File: src/design/pbm_pkg.sv
// Package for the port B pin function multiplexer
package pbm_pkg;

    localparam int PBM_PINS = 6;
    localparam int PBM_ANA_PINS = 5;

    // Pin indices
    localparam int PBM_PIN_IRQ0 = 0;
    localparam int PBM_PIN_IRQ1 = 1;
    localparam int PBM_PIN_IRQ2 = 2;
    localparam int PBM_PIN_FAULT = 0;
    localparam int PBM_PIN_EPWM_B = 2;
    localparam int PBM_PIN_EPWM_C = 1;
    localparam int PBM_PIN_EPWM_D = 4;
    localparam int PBM_PIN_CAPCMP = 3;
    localparam int PBM_PIN_CMP_CH2 = 3;
    localparam int PBM_PIN_CMP_CH3 = 1;
    localparam int PBM_PIN_PROG = 5;

    // Register offsets
    localparam logic [3:0] ADDR_LATCH = 4'h0;
    localparam logic [3:0] ADDR_DIR = 4'h1;
    localparam logic [3:0] ADDR_ANSEL = 4'h2;
    localparam logic [3:0] ADDR_PULLUP = 4'h3;
    localparam logic [3:0] ADDR_PORT = 4'h4;
    localparam logic [3:0] ADDR_CFG = 4'h5;

    // Values after reset
    localparam logic [5:0] PBM_DIR_RST = 6'h3F;
    localparam logic [5:0] PBM_LATCH_RST = 6'h00;
    localparam logic [4:0] PBM_ANA_ON = 5'h1F;
    localparam logic [4:0] PBM_ANA_OFF = 5'h00;
    localparam logic PBM_CAPCMP_CH2_SEL_RST = 1'b1;
    localparam logic PBM_CAPCMP_CH2_ON_PIN3 = 1'b0;
    localparam logic PBM_DIR_OUT = 1'b0;
    localparam logic PBM_DIR_IN = 1'b1;

    // Configuration sampled at reset
    typedef struct packed {
        logic capcmp_ch2_pin_select;
        logic analog_default_config;
        logic low_voltage_prog_enable;
        logic package_28pin;
    } pbm_cfg_t;

    // Enhanced PWM outputs
    typedef struct packed {
        logic epwm_out_b;
        logic epwm_out_c;
        logic epwm_out_d;
    } pbm_epwm_t;

    // Pin drive
    typedef struct packed {
        logic [5:0] out;
        logic [5:0] oe;
        logic [5:0] pullup_on;
    } pbm_pad_t;

endpackage

File: src/design/pbm_sync.sv
// Two-flop synchroniser bank for pin inputs
`timescale 1ns/100ps
`default_nettype none
module pbm_sync
    import pbm_pkg::*;
(
    // Clock and reset
    input wire logic clk_i,
    input wire logic reset_i,
    // Data
    input wire logic [PBM_PINS-1:0] async_i,
    output logic [PBM_PINS-1:0] sync_o
);
    logic [PBM_PINS-1:0] meta_r;
    logic [PBM_PINS-1:0] meta_nxt;
    logic [PBM_PINS-1:0] sync_r;
    logic [PBM_PINS-1:0] sync_nxt;

    always_comb begin
        meta_nxt = async_i;
        sync_nxt = meta_r;
    end

    always_ff @(posedge clk_i) begin
        if (reset_i) begin
            meta_r <= '0;
            sync_r <= '0;
        end else begin
            meta_r <= meta_nxt;
            sync_r <= sync_nxt;
        end
    end

    assign sync_o = sync_r;
endmodule // pbm_sync
`default_nettype wire

File: src/design/pbm_mux.sv
// Port B pins 0 to 5 function multiplexer
// Notes on behaviour
// - Capture/compare channel 2 uses port B pin 3 when its select bit is 0, else port C pin 1 (default 1).
// - With direction 0 a pin is driven from its latch bit, even when analog is selected.
// - With direction 1 the pin level is data input with optional pull-up, both off while analog is selected.
// - At reset pins 0 to 4 start analog when the analog default bit is set, digital otherwise.
// - On pin 3 channel 2 drives compare/PWM output at direction 0 or while it is an output, and takes capture input at direction 1 otherwise.
// - Pins 0, 1 and 2 feed external interrupt inputs 0, 1 and 2 when their direction bit is 1.
// - Pin 0 feeds the PWM fault input only when software enables it and direction is 1.
// - On the 28-pin package PWM outputs B, C and D drive pins 2, 1 and 4 when direction is 0.
// - Pins 0 to 4 connect to ADC channels 12, 10, 8, 9 and 11 when analog and direction 1.
// - Pins 3 and 1 feed the comparator inverting input channels 2 and 3 under the ADC analog select.
// - With low-voltage programming enabled pin 5 is only the programming entry input.
// - While serial programming or debug is on, only the pin 5 output driver is disabled; other pin functions stay on.
// - Direction-independent functions override the direction bit and set the pin direction themselves.
// - A pin's pull-up is off whenever the pin is an output, whatever its enable says.
`timescale 1ns/100ps
`default_nettype none
module pbm_mux
    import pbm_pkg::*;
(
    // Clock and reset
    input wire logic clk_i,
    input wire logic reset_i,
    // Configuration bits, sampled at reset
    input wire pbm_cfg_t cfg_i,
    // Debug or serial programming active on pins 6 and 7
    input wire logic prog_debug_active_i,
    // Register bus
    input wire logic [3:0] addr_i,
    input wire logic [7:0] wdata_i,
    input wire logic wr_i,
    input wire logic rd_i,
    output logic [7:0] rdata_o,
    // Pins
    input wire logic [PBM_PINS-1:0] pin_i,
    output pbm_pad_t pad_o,
    output logic [PBM_ANA_PINS-1:0] analog_conn_o,
    // Peripheral side
    input wire logic fault_enable_i,
    input wire pbm_epwm_t epwm_i,
    input wire logic capcmp_ch2_out_i,
    input wire logic capcmp_ch2_is_output_i,
    output logic ext_irq_in0_o,
    output logic ext_irq_in1_o,
    output logic ext_irq_in2_o,
    output logic pwm_fault_in_o,
    output logic capcmp_ch2_cap_o,
    output logic capcmp_on_portc_pin1_o,
    output logic prog_entry_in_o,
    output logic adc_ch8_in_o,
    output logic adc_ch9_in_o,
    output logic adc_ch10_in_o,
    output logic adc_ch11_in_o,
    output logic adc_ch12_in_o,
    output logic cmp_inv_in_ch2_o,
    output logic cmp_inv_in_ch3_o
);
    logic [PBM_PINS-1:0] pin_s;
    pbm_cfg_t cfg_r;
    pbm_cfg_t cfg_nxt;
    logic cfg_take_r;
    logic cfg_take_nxt;
    logic [5:0] in_data_a_out_latch_r;
    logic [5:0] in_data_a_out_latch_nxt;
    logic [5:0] in_data_a_direction_r;
    logic [5:0] in_data_a_direction_nxt;
    logic [4:0] ansel_r;
    logic [4:0] ansel_nxt;
    logic [5:0] pullup_en_r;
    logic [5:0] pullup_en_nxt;
    logic pullup_all_off_r;
    logic pullup_all_off_nxt;
    logic [7:0] rdata_r;
    logic [7:0] rdata_nxt;
    logic [5:0] eff_dir;
    logic [5:0] in_data_a;
    logic [5:0] dig_in_ok;
    logic [5:0] ana_sel;
    logic pin3_ccp;
    logic pin5_prog;

    pbm_sync u_sync (
        .clk_i(clk_i),
        .reset_i(reset_i),
        .async_i(pin_i),
        .sync_o(pin_s)
    );

    // Register and configuration next state
    always_comb begin
        cfg_take_nxt = 1'b0;
        cfg_nxt = cfg_r;
        if (cfg_take_r) begin
            cfg_nxt = cfg_i;
        end
        in_data_a_out_latch_nxt = in_data_a_out_latch_r;
        in_data_a_direction_nxt = in_data_a_direction_r;
        ansel_nxt = ansel_r;
        pullup_en_nxt = pullup_en_r;
        pullup_all_off_nxt = pullup_all_off_r;
        if (cfg_take_r) begin
            ansel_nxt = cfg_i.analog_default_config ? PBM_ANA_ON : PBM_ANA_OFF;
        end else if (wr_i) begin
            case (addr_i)
                ADDR_LATCH: in_data_a_out_latch_nxt = wdata_i[5:0];
                ADDR_DIR: in_data_a_direction_nxt = wdata_i[5:0];
                ADDR_ANSEL: ansel_nxt = wdata_i[4:0];
                ADDR_PULLUP: begin
                    pullup_en_nxt = wdata_i[5:0];
                    pullup_all_off_nxt = wdata_i[7];
                end
                default: ;
            endcase
        end
        rdata_nxt = 8'h00;
        if (rd_i) begin
            case (addr_i)
                ADDR_LATCH: rdata_nxt = {2'b00, in_data_a_out_latch_r};
                ADDR_DIR: rdata_nxt = {2'b00, in_data_a_direction_r};
                ADDR_ANSEL: rdata_nxt = {3'b000, ansel_r};
                ADDR_PULLUP: rdata_nxt = {pullup_all_off_r, 1'b0, pullup_en_r};
                ADDR_PORT: rdata_nxt = {2'b00, in_data_a};
                ADDR_CFG: rdata_nxt = {4'h0, cfg_r};
                default: rdata_nxt = 8'h00;
            endcase
        end
    end

    always_ff @(posedge clk_i) begin
        if (reset_i) begin
            cfg_take_r <= 1'b1;
            cfg_r <= '{capcmp_ch2_pin_select: PBM_CAPCMP_CH2_SEL_RST, default: 1'b0};
            in_data_a_out_latch_r <= PBM_LATCH_RST;
            in_data_a_direction_r <= PBM_DIR_RST;
            ansel_r <= PBM_ANA_ON;
            pullup_en_r <= '0;
            pullup_all_off_r <= 1'b1;
            rdata_r <= 8'h00;
        end else begin
            cfg_take_r <= cfg_take_nxt;
            cfg_r <= cfg_nxt;
            in_data_a_out_latch_r <= in_data_a_out_latch_nxt;
            in_data_a_direction_r <= in_data_a_direction_nxt;
            ansel_r <= ansel_nxt;
            pullup_en_r <= pullup_en_nxt;
            pullup_all_off_r <= pullup_all_off_nxt;
            rdata_r <= rdata_nxt;
        end
    end

    assign rdata_o = rdata_r;

    // Pin function selection
    always_comb begin
        pin3_ccp = (cfg_r.capcmp_ch2_pin_select == PBM_CAPCMP_CH2_ON_PIN3);
        pin5_prog = cfg_r.low_voltage_prog_enable;
        ana_sel = {1'b0, ansel_r};
        eff_dir = in_data_a_direction_r;
        if (pin3_ccp) begin
            eff_dir[PBM_PIN_CAPCMP] = capcmp_ch2_is_output_i ? PBM_DIR_OUT : in_data_a_direction_r[PBM_PIN_CAPCMP];
        end
        if (pin5_prog) begin
            eff_dir[PBM_PIN_PROG] = PBM_DIR_IN;
        end
        pad_o.out = in_data_a_out_latch_r;
        if (cfg_r.package_28pin) begin
            pad_o.out[PBM_PIN_EPWM_B] = epwm_i.epwm_out_b;
            pad_o.out[PBM_PIN_EPWM_C] = epwm_i.epwm_out_c;
            pad_o.out[PBM_PIN_EPWM_D] = epwm_i.epwm_out_d;
        end
        if (pin3_ccp) begin
            pad_o.out[PBM_PIN_CAPCMP] = capcmp_ch2_out_i;
        end
        pad_o.oe = ~eff_dir;
        if (prog_debug_active_i) begin
            pad_o.oe[PBM_PIN_PROG] = 1'b0;
        end
        for (int i = 0; i < PBM_PINS; i++) begin
            dig_in_ok[i] = (eff_dir[i] == PBM_DIR_IN) && !ana_sel[i];
            pad_o.pullup_on[i] = dig_in_ok[i] && pullup_en_r[i] && !pullup_all_off_r;
            in_data_a[i] = dig_in_ok[i] & pin_s[i];
        end
        if (pin5_prog) begin
            pad_o.pullup_on[PBM_PIN_PROG] = 1'b0;
            in_data_a[PBM_PIN_PROG] = 1'b0;
        end
    end

    // Peripheral inputs
    always_comb begin
        ext_irq_in0_o = eff_dir[PBM_PIN_IRQ0] & pin_s[PBM_PIN_IRQ0];
        ext_irq_in1_o = eff_dir[PBM_PIN_IRQ1] & pin_s[PBM_PIN_IRQ1];
        ext_irq_in2_o = eff_dir[PBM_PIN_IRQ2] & pin_s[PBM_PIN_IRQ2];
        pwm_fault_in_o = fault_enable_i & eff_dir[PBM_PIN_FAULT] & pin_s[PBM_PIN_FAULT];
        capcmp_ch2_cap_o = pin3_ccp & eff_dir[PBM_PIN_CAPCMP] & pin_s[PBM_PIN_CAPCMP];
        capcmp_on_portc_pin1_o = !pin3_ccp;
        prog_entry_in_o = pin5_prog & pin_s[PBM_PIN_PROG];
        for (int i = 0; i < PBM_ANA_PINS; i++) begin
            analog_conn_o[i] = ansel_r[i] & eff_dir[i];
        end
        adc_ch12_in_o = analog_conn_o[0];
        adc_ch10_in_o = analog_conn_o[1];
        adc_ch8_in_o = analog_conn_o[2];
        adc_ch9_in_o = analog_conn_o[3];
        adc_ch11_in_o = analog_conn_o[4];
        cmp_inv_in_ch2_o = analog_conn_o[PBM_PIN_CMP_CH2];
        cmp_inv_in_ch3_o = analog_conn_o[PBM_PIN_CMP_CH3];
    end
endmodule // pbm_mux
`default_nettype wire

File: config.mk
export PLATFORM = sky130hd
export DESIGN_NAME = pbm_mux
export DESIGN_NICKNAME = d
export VERILOG_FILES = /design/src/design/pbm_pkg.sv /design/src/design/pbm_sync.sv /design/src/design/pbm_mux.sv
export SDC_FILE = /design/constraint.sdc
export NUM_CORES = 1
export LEC_CHECK = 0
export ABC_AREA = 1
export BUFFER_PORTS_ARGS = -buffer_cell sky130_fd_sc_hd__buf_2
export CORE_UTILIZATION = 45
export DETAILED_ROUTE_END_ITERATION = 10
export PLACE_DENSITY = 0.73
export SLEW_MARGIN = 10
export SYNTH_ARGS = -nofsm -noshare
export SYNTH_HDL_FRONTEND = slang
export SYNTH_SLANG_ARGS = --single-unit
File: constraint.sdc
create_clock -name clk_i -period 1.22 [get_ports clk_i]
set_clock_uncertainty 0.2 [all_clocks]
set_input_delay 0.061 -clock clk_i [delete_from_list [all_inputs] [get_ports clk_i]]
set_output_delay 0.061 -clock clk_i [all_outputs]
set_load 0.05 [all_outputs]
==> metrics.txt <==
WP data required=between 900 and 1000 ps; Switch Pwr=roughly 0.0013 W; Syn Area/Cell=7.19 um^2; Seq pwr share=44.1%; die height=73.0 um; main combinational cell family by area after synthesis=simple AND/OR/NAND/NOR gates; Boundary Pins=78; sequential share of the synthesized area=between 40% and 50%; Starting Density=between 40% and 50%; post-synth net total=between 300 and 400; Syn. warnings=0; combinational share of power=a little under 30%; area of the mapped netlist=approximately 2300 um^2; DRC=0; synthesis-to-finish area growth=87.7%; Routed Antenna Nets=0; routability cong.=about 0.93; final-stage net count=just under 500; Yosys reg bits=48; router iterations before antenna repair=6; detailed-route via count=just under 3,000; setup ws final=-259 ps; critical path capture point type=primary output; outcome=complete, but fails checks; diodes inserted=0; post-detail-place hpwl=between 4 and 5 mm; WL/cell=~19 um; Leak=around 2.0 nW; Post-Synth Adder-Cell Area=0%; Worst Setup Start Kind=flip-flop; final hold vios=0; Placed Cells=471; switching share of power=33.1%; ranking of synthesized cells by area=dfxtp_1 (42%), inv_1 (9.1%), nand3_1 (7.1%), nor2_1 (6.1%), nand2_1 (5.8%); CTS H-Tree Depth=2; fin cells=~520; vias in the first global route=about 2,500; Max Freq=about 0.68 GHz; Max clock buf depth=2; clock share of power=around a quarter; critical path class=flip-flop to primary output; Final setup violation count=52; worst hold path class=primary input to flip-flop; max-slew violations=0; leading area contributor after synthesis=dfxtp_1; area share of the leading cell type in the synthesized netlist=42.3%; core area=~4800 um^2; fin crit period=1480 ps; post-synthesis cell type count=25; peak supply drop=just under 0.9 mV; first-pass GRT wire length=around 12 mm; PwrDens=888 nW/um^2; TritonCTS buffer count=5; RSZ-0062 raised after global routing=true; CP Max Fanout=2; Clock Sinks=48; max-cap violations=0; Via density=about 5.5; total power=about 0.0038 W; Synth Area in XOR/XNOR=0%; worst skew pair latency=~300 ps; P_int=about 0.0025 W; Total Routing Usage GR=29.1%; share of cells above drive strength 1=59.0%; share of synthesized area spent on multiplexers=less than 1%; DRT iter0 DRCs=around 250; CTS root buf=clkbuf_8; setup tns final=-6410 ps; gr ovfl total=0; drt total wl=9.87 mm; row count=25; die footprint=about 5300 um^2; CP arrival=~1200 ps; violated checks=setup timing; Synth Area in Compound Gates=between 10% and 20%; antenna violations before repair=0; CTS tree=yes; largest net degree at the start of global routing=17; cells after synthesis=between 300 and 400; clock-pin slew on the worst setup and hold paths=~80 ps; die width=around 73 um; most frequent cells in the layout=buf_2 (38), buf_6 (38), buf_4 (36); port buffer count=75; Period Utilization, post-route=121%; Post-Synth Simple-Gate Area=25.7%
[registers in the layout, indices dropped and copies added, names as in the netlist, 2 cells and up]
| name | cells |
|---|---|
| ansel_r | 5 |
| u_sync.sync_o | 6 |
| in_data_a_out_latch_r | 6 |
| in_data_a_direction_r | 6 |
| u_sync.meta_r | 6 |
| rdata_o | 7 |
| pullup_en_r | 6 |
| cfg_r | 2 |
[final timing paths]
path                          from                       end  slack (ps)  cells past startpoint
hold / removal                wr_i  in_data_a_out_latch_r[5]          40                      4
setup / recovery        ansel_r[2]                  pad_o[2]        -260                      4
hold reg to reg   u_sync.meta_r[0]          u_sync.sync_o[0]         210                      2
setup reg to reg        cfg_take_r  in_data_a_out_latch_r[2]        -170                      6
[synth_stat cells (all sizes together)]
cell,n
clkbuf,4
nand4,1
inv,58
nand2,40
o21ai,35
a21oi,27
dfxtp,48
conb,1
nor3,6
nor2,43
nor4,3
mux2,2
nand3,32
buf,16
[metrics by stage]
stage                     instance area [um^2]  hold slack (ps)  setup WS, ps  utilization, %
after global placement                    3040             60.6         -32.3            63.5
after CTS                                 3780            -76.2          -237            79.0
after global routing                      4260             34.9          -292            89.0
final                                     4260             44.8          -259            89.0
after floorplan                           2470             -111          -316               -
after detailed placement                  3040             68.5         -58.2            63.5
[cell families after synthesis]
logic type             Yosys count
buffers and inverters           78
flip-flops                      48
other                            1
multiplexers                     2
AND/OR/NAND/NOR                125
AO/OA/AOI/OAI                   62
[layer usage]
metal / vias up / part of all wire [%] / track usage [%] / wire length, um
met5: - / 0 / 0 / 0
li1: 1271 / - / - / -
met2: 224 / 48 / 49.5 / 4700
met1: 1341 / 36 / 35.3 / 3580
met4: 0 / 5.9 / 11.5 / 583
met3: 66 / 10 / 6.77 / 1000
[power by group through the flow]
stage               registers [W]  clock network [W]  logic [W]
floorplan                 0.00171                  0   0.000497
global placement          0.00170                  0   0.000703
finish                    0.00167           0.000994    0.00112
global route              0.00167            0.00107    0.00116
CTS                       0.00166           0.000984   0.000908
detailed placement        0.00170                  0   0.000709
[area by class of cell]
cell class / instances / area [um^2]
clock buffer: 8 / 90.1
fill: 219 / 524
timing repair buffer: 150 / 1380
inverter: 58 / 255
tap: 67 / 83.8
multi-input combinational: 192 / 1440
sequential: 48 / 1010
[critical path, stage by stage, from the launching register on]
cell,delay [ps]
dfxtp_2,330
inv_2,70
nand2_4,70
nor3_4,250
buf_6,200
[repair_timing]
| item | 4_1_cts | 5_1_grt |
|---|---|---|
| endpoints found under the setup margin | 51 | 76 |
| hold buffers | 19 | 1 |
| resized for setup | 132 | 116 |
| buffers inserted | 11 | 12 |
| hold endpoints to repair | 39 | 3 |
| gates cloned | 0 | 2 |
| pin swaps | 10 | 28 |
Power figures use the tool's default switching activity.
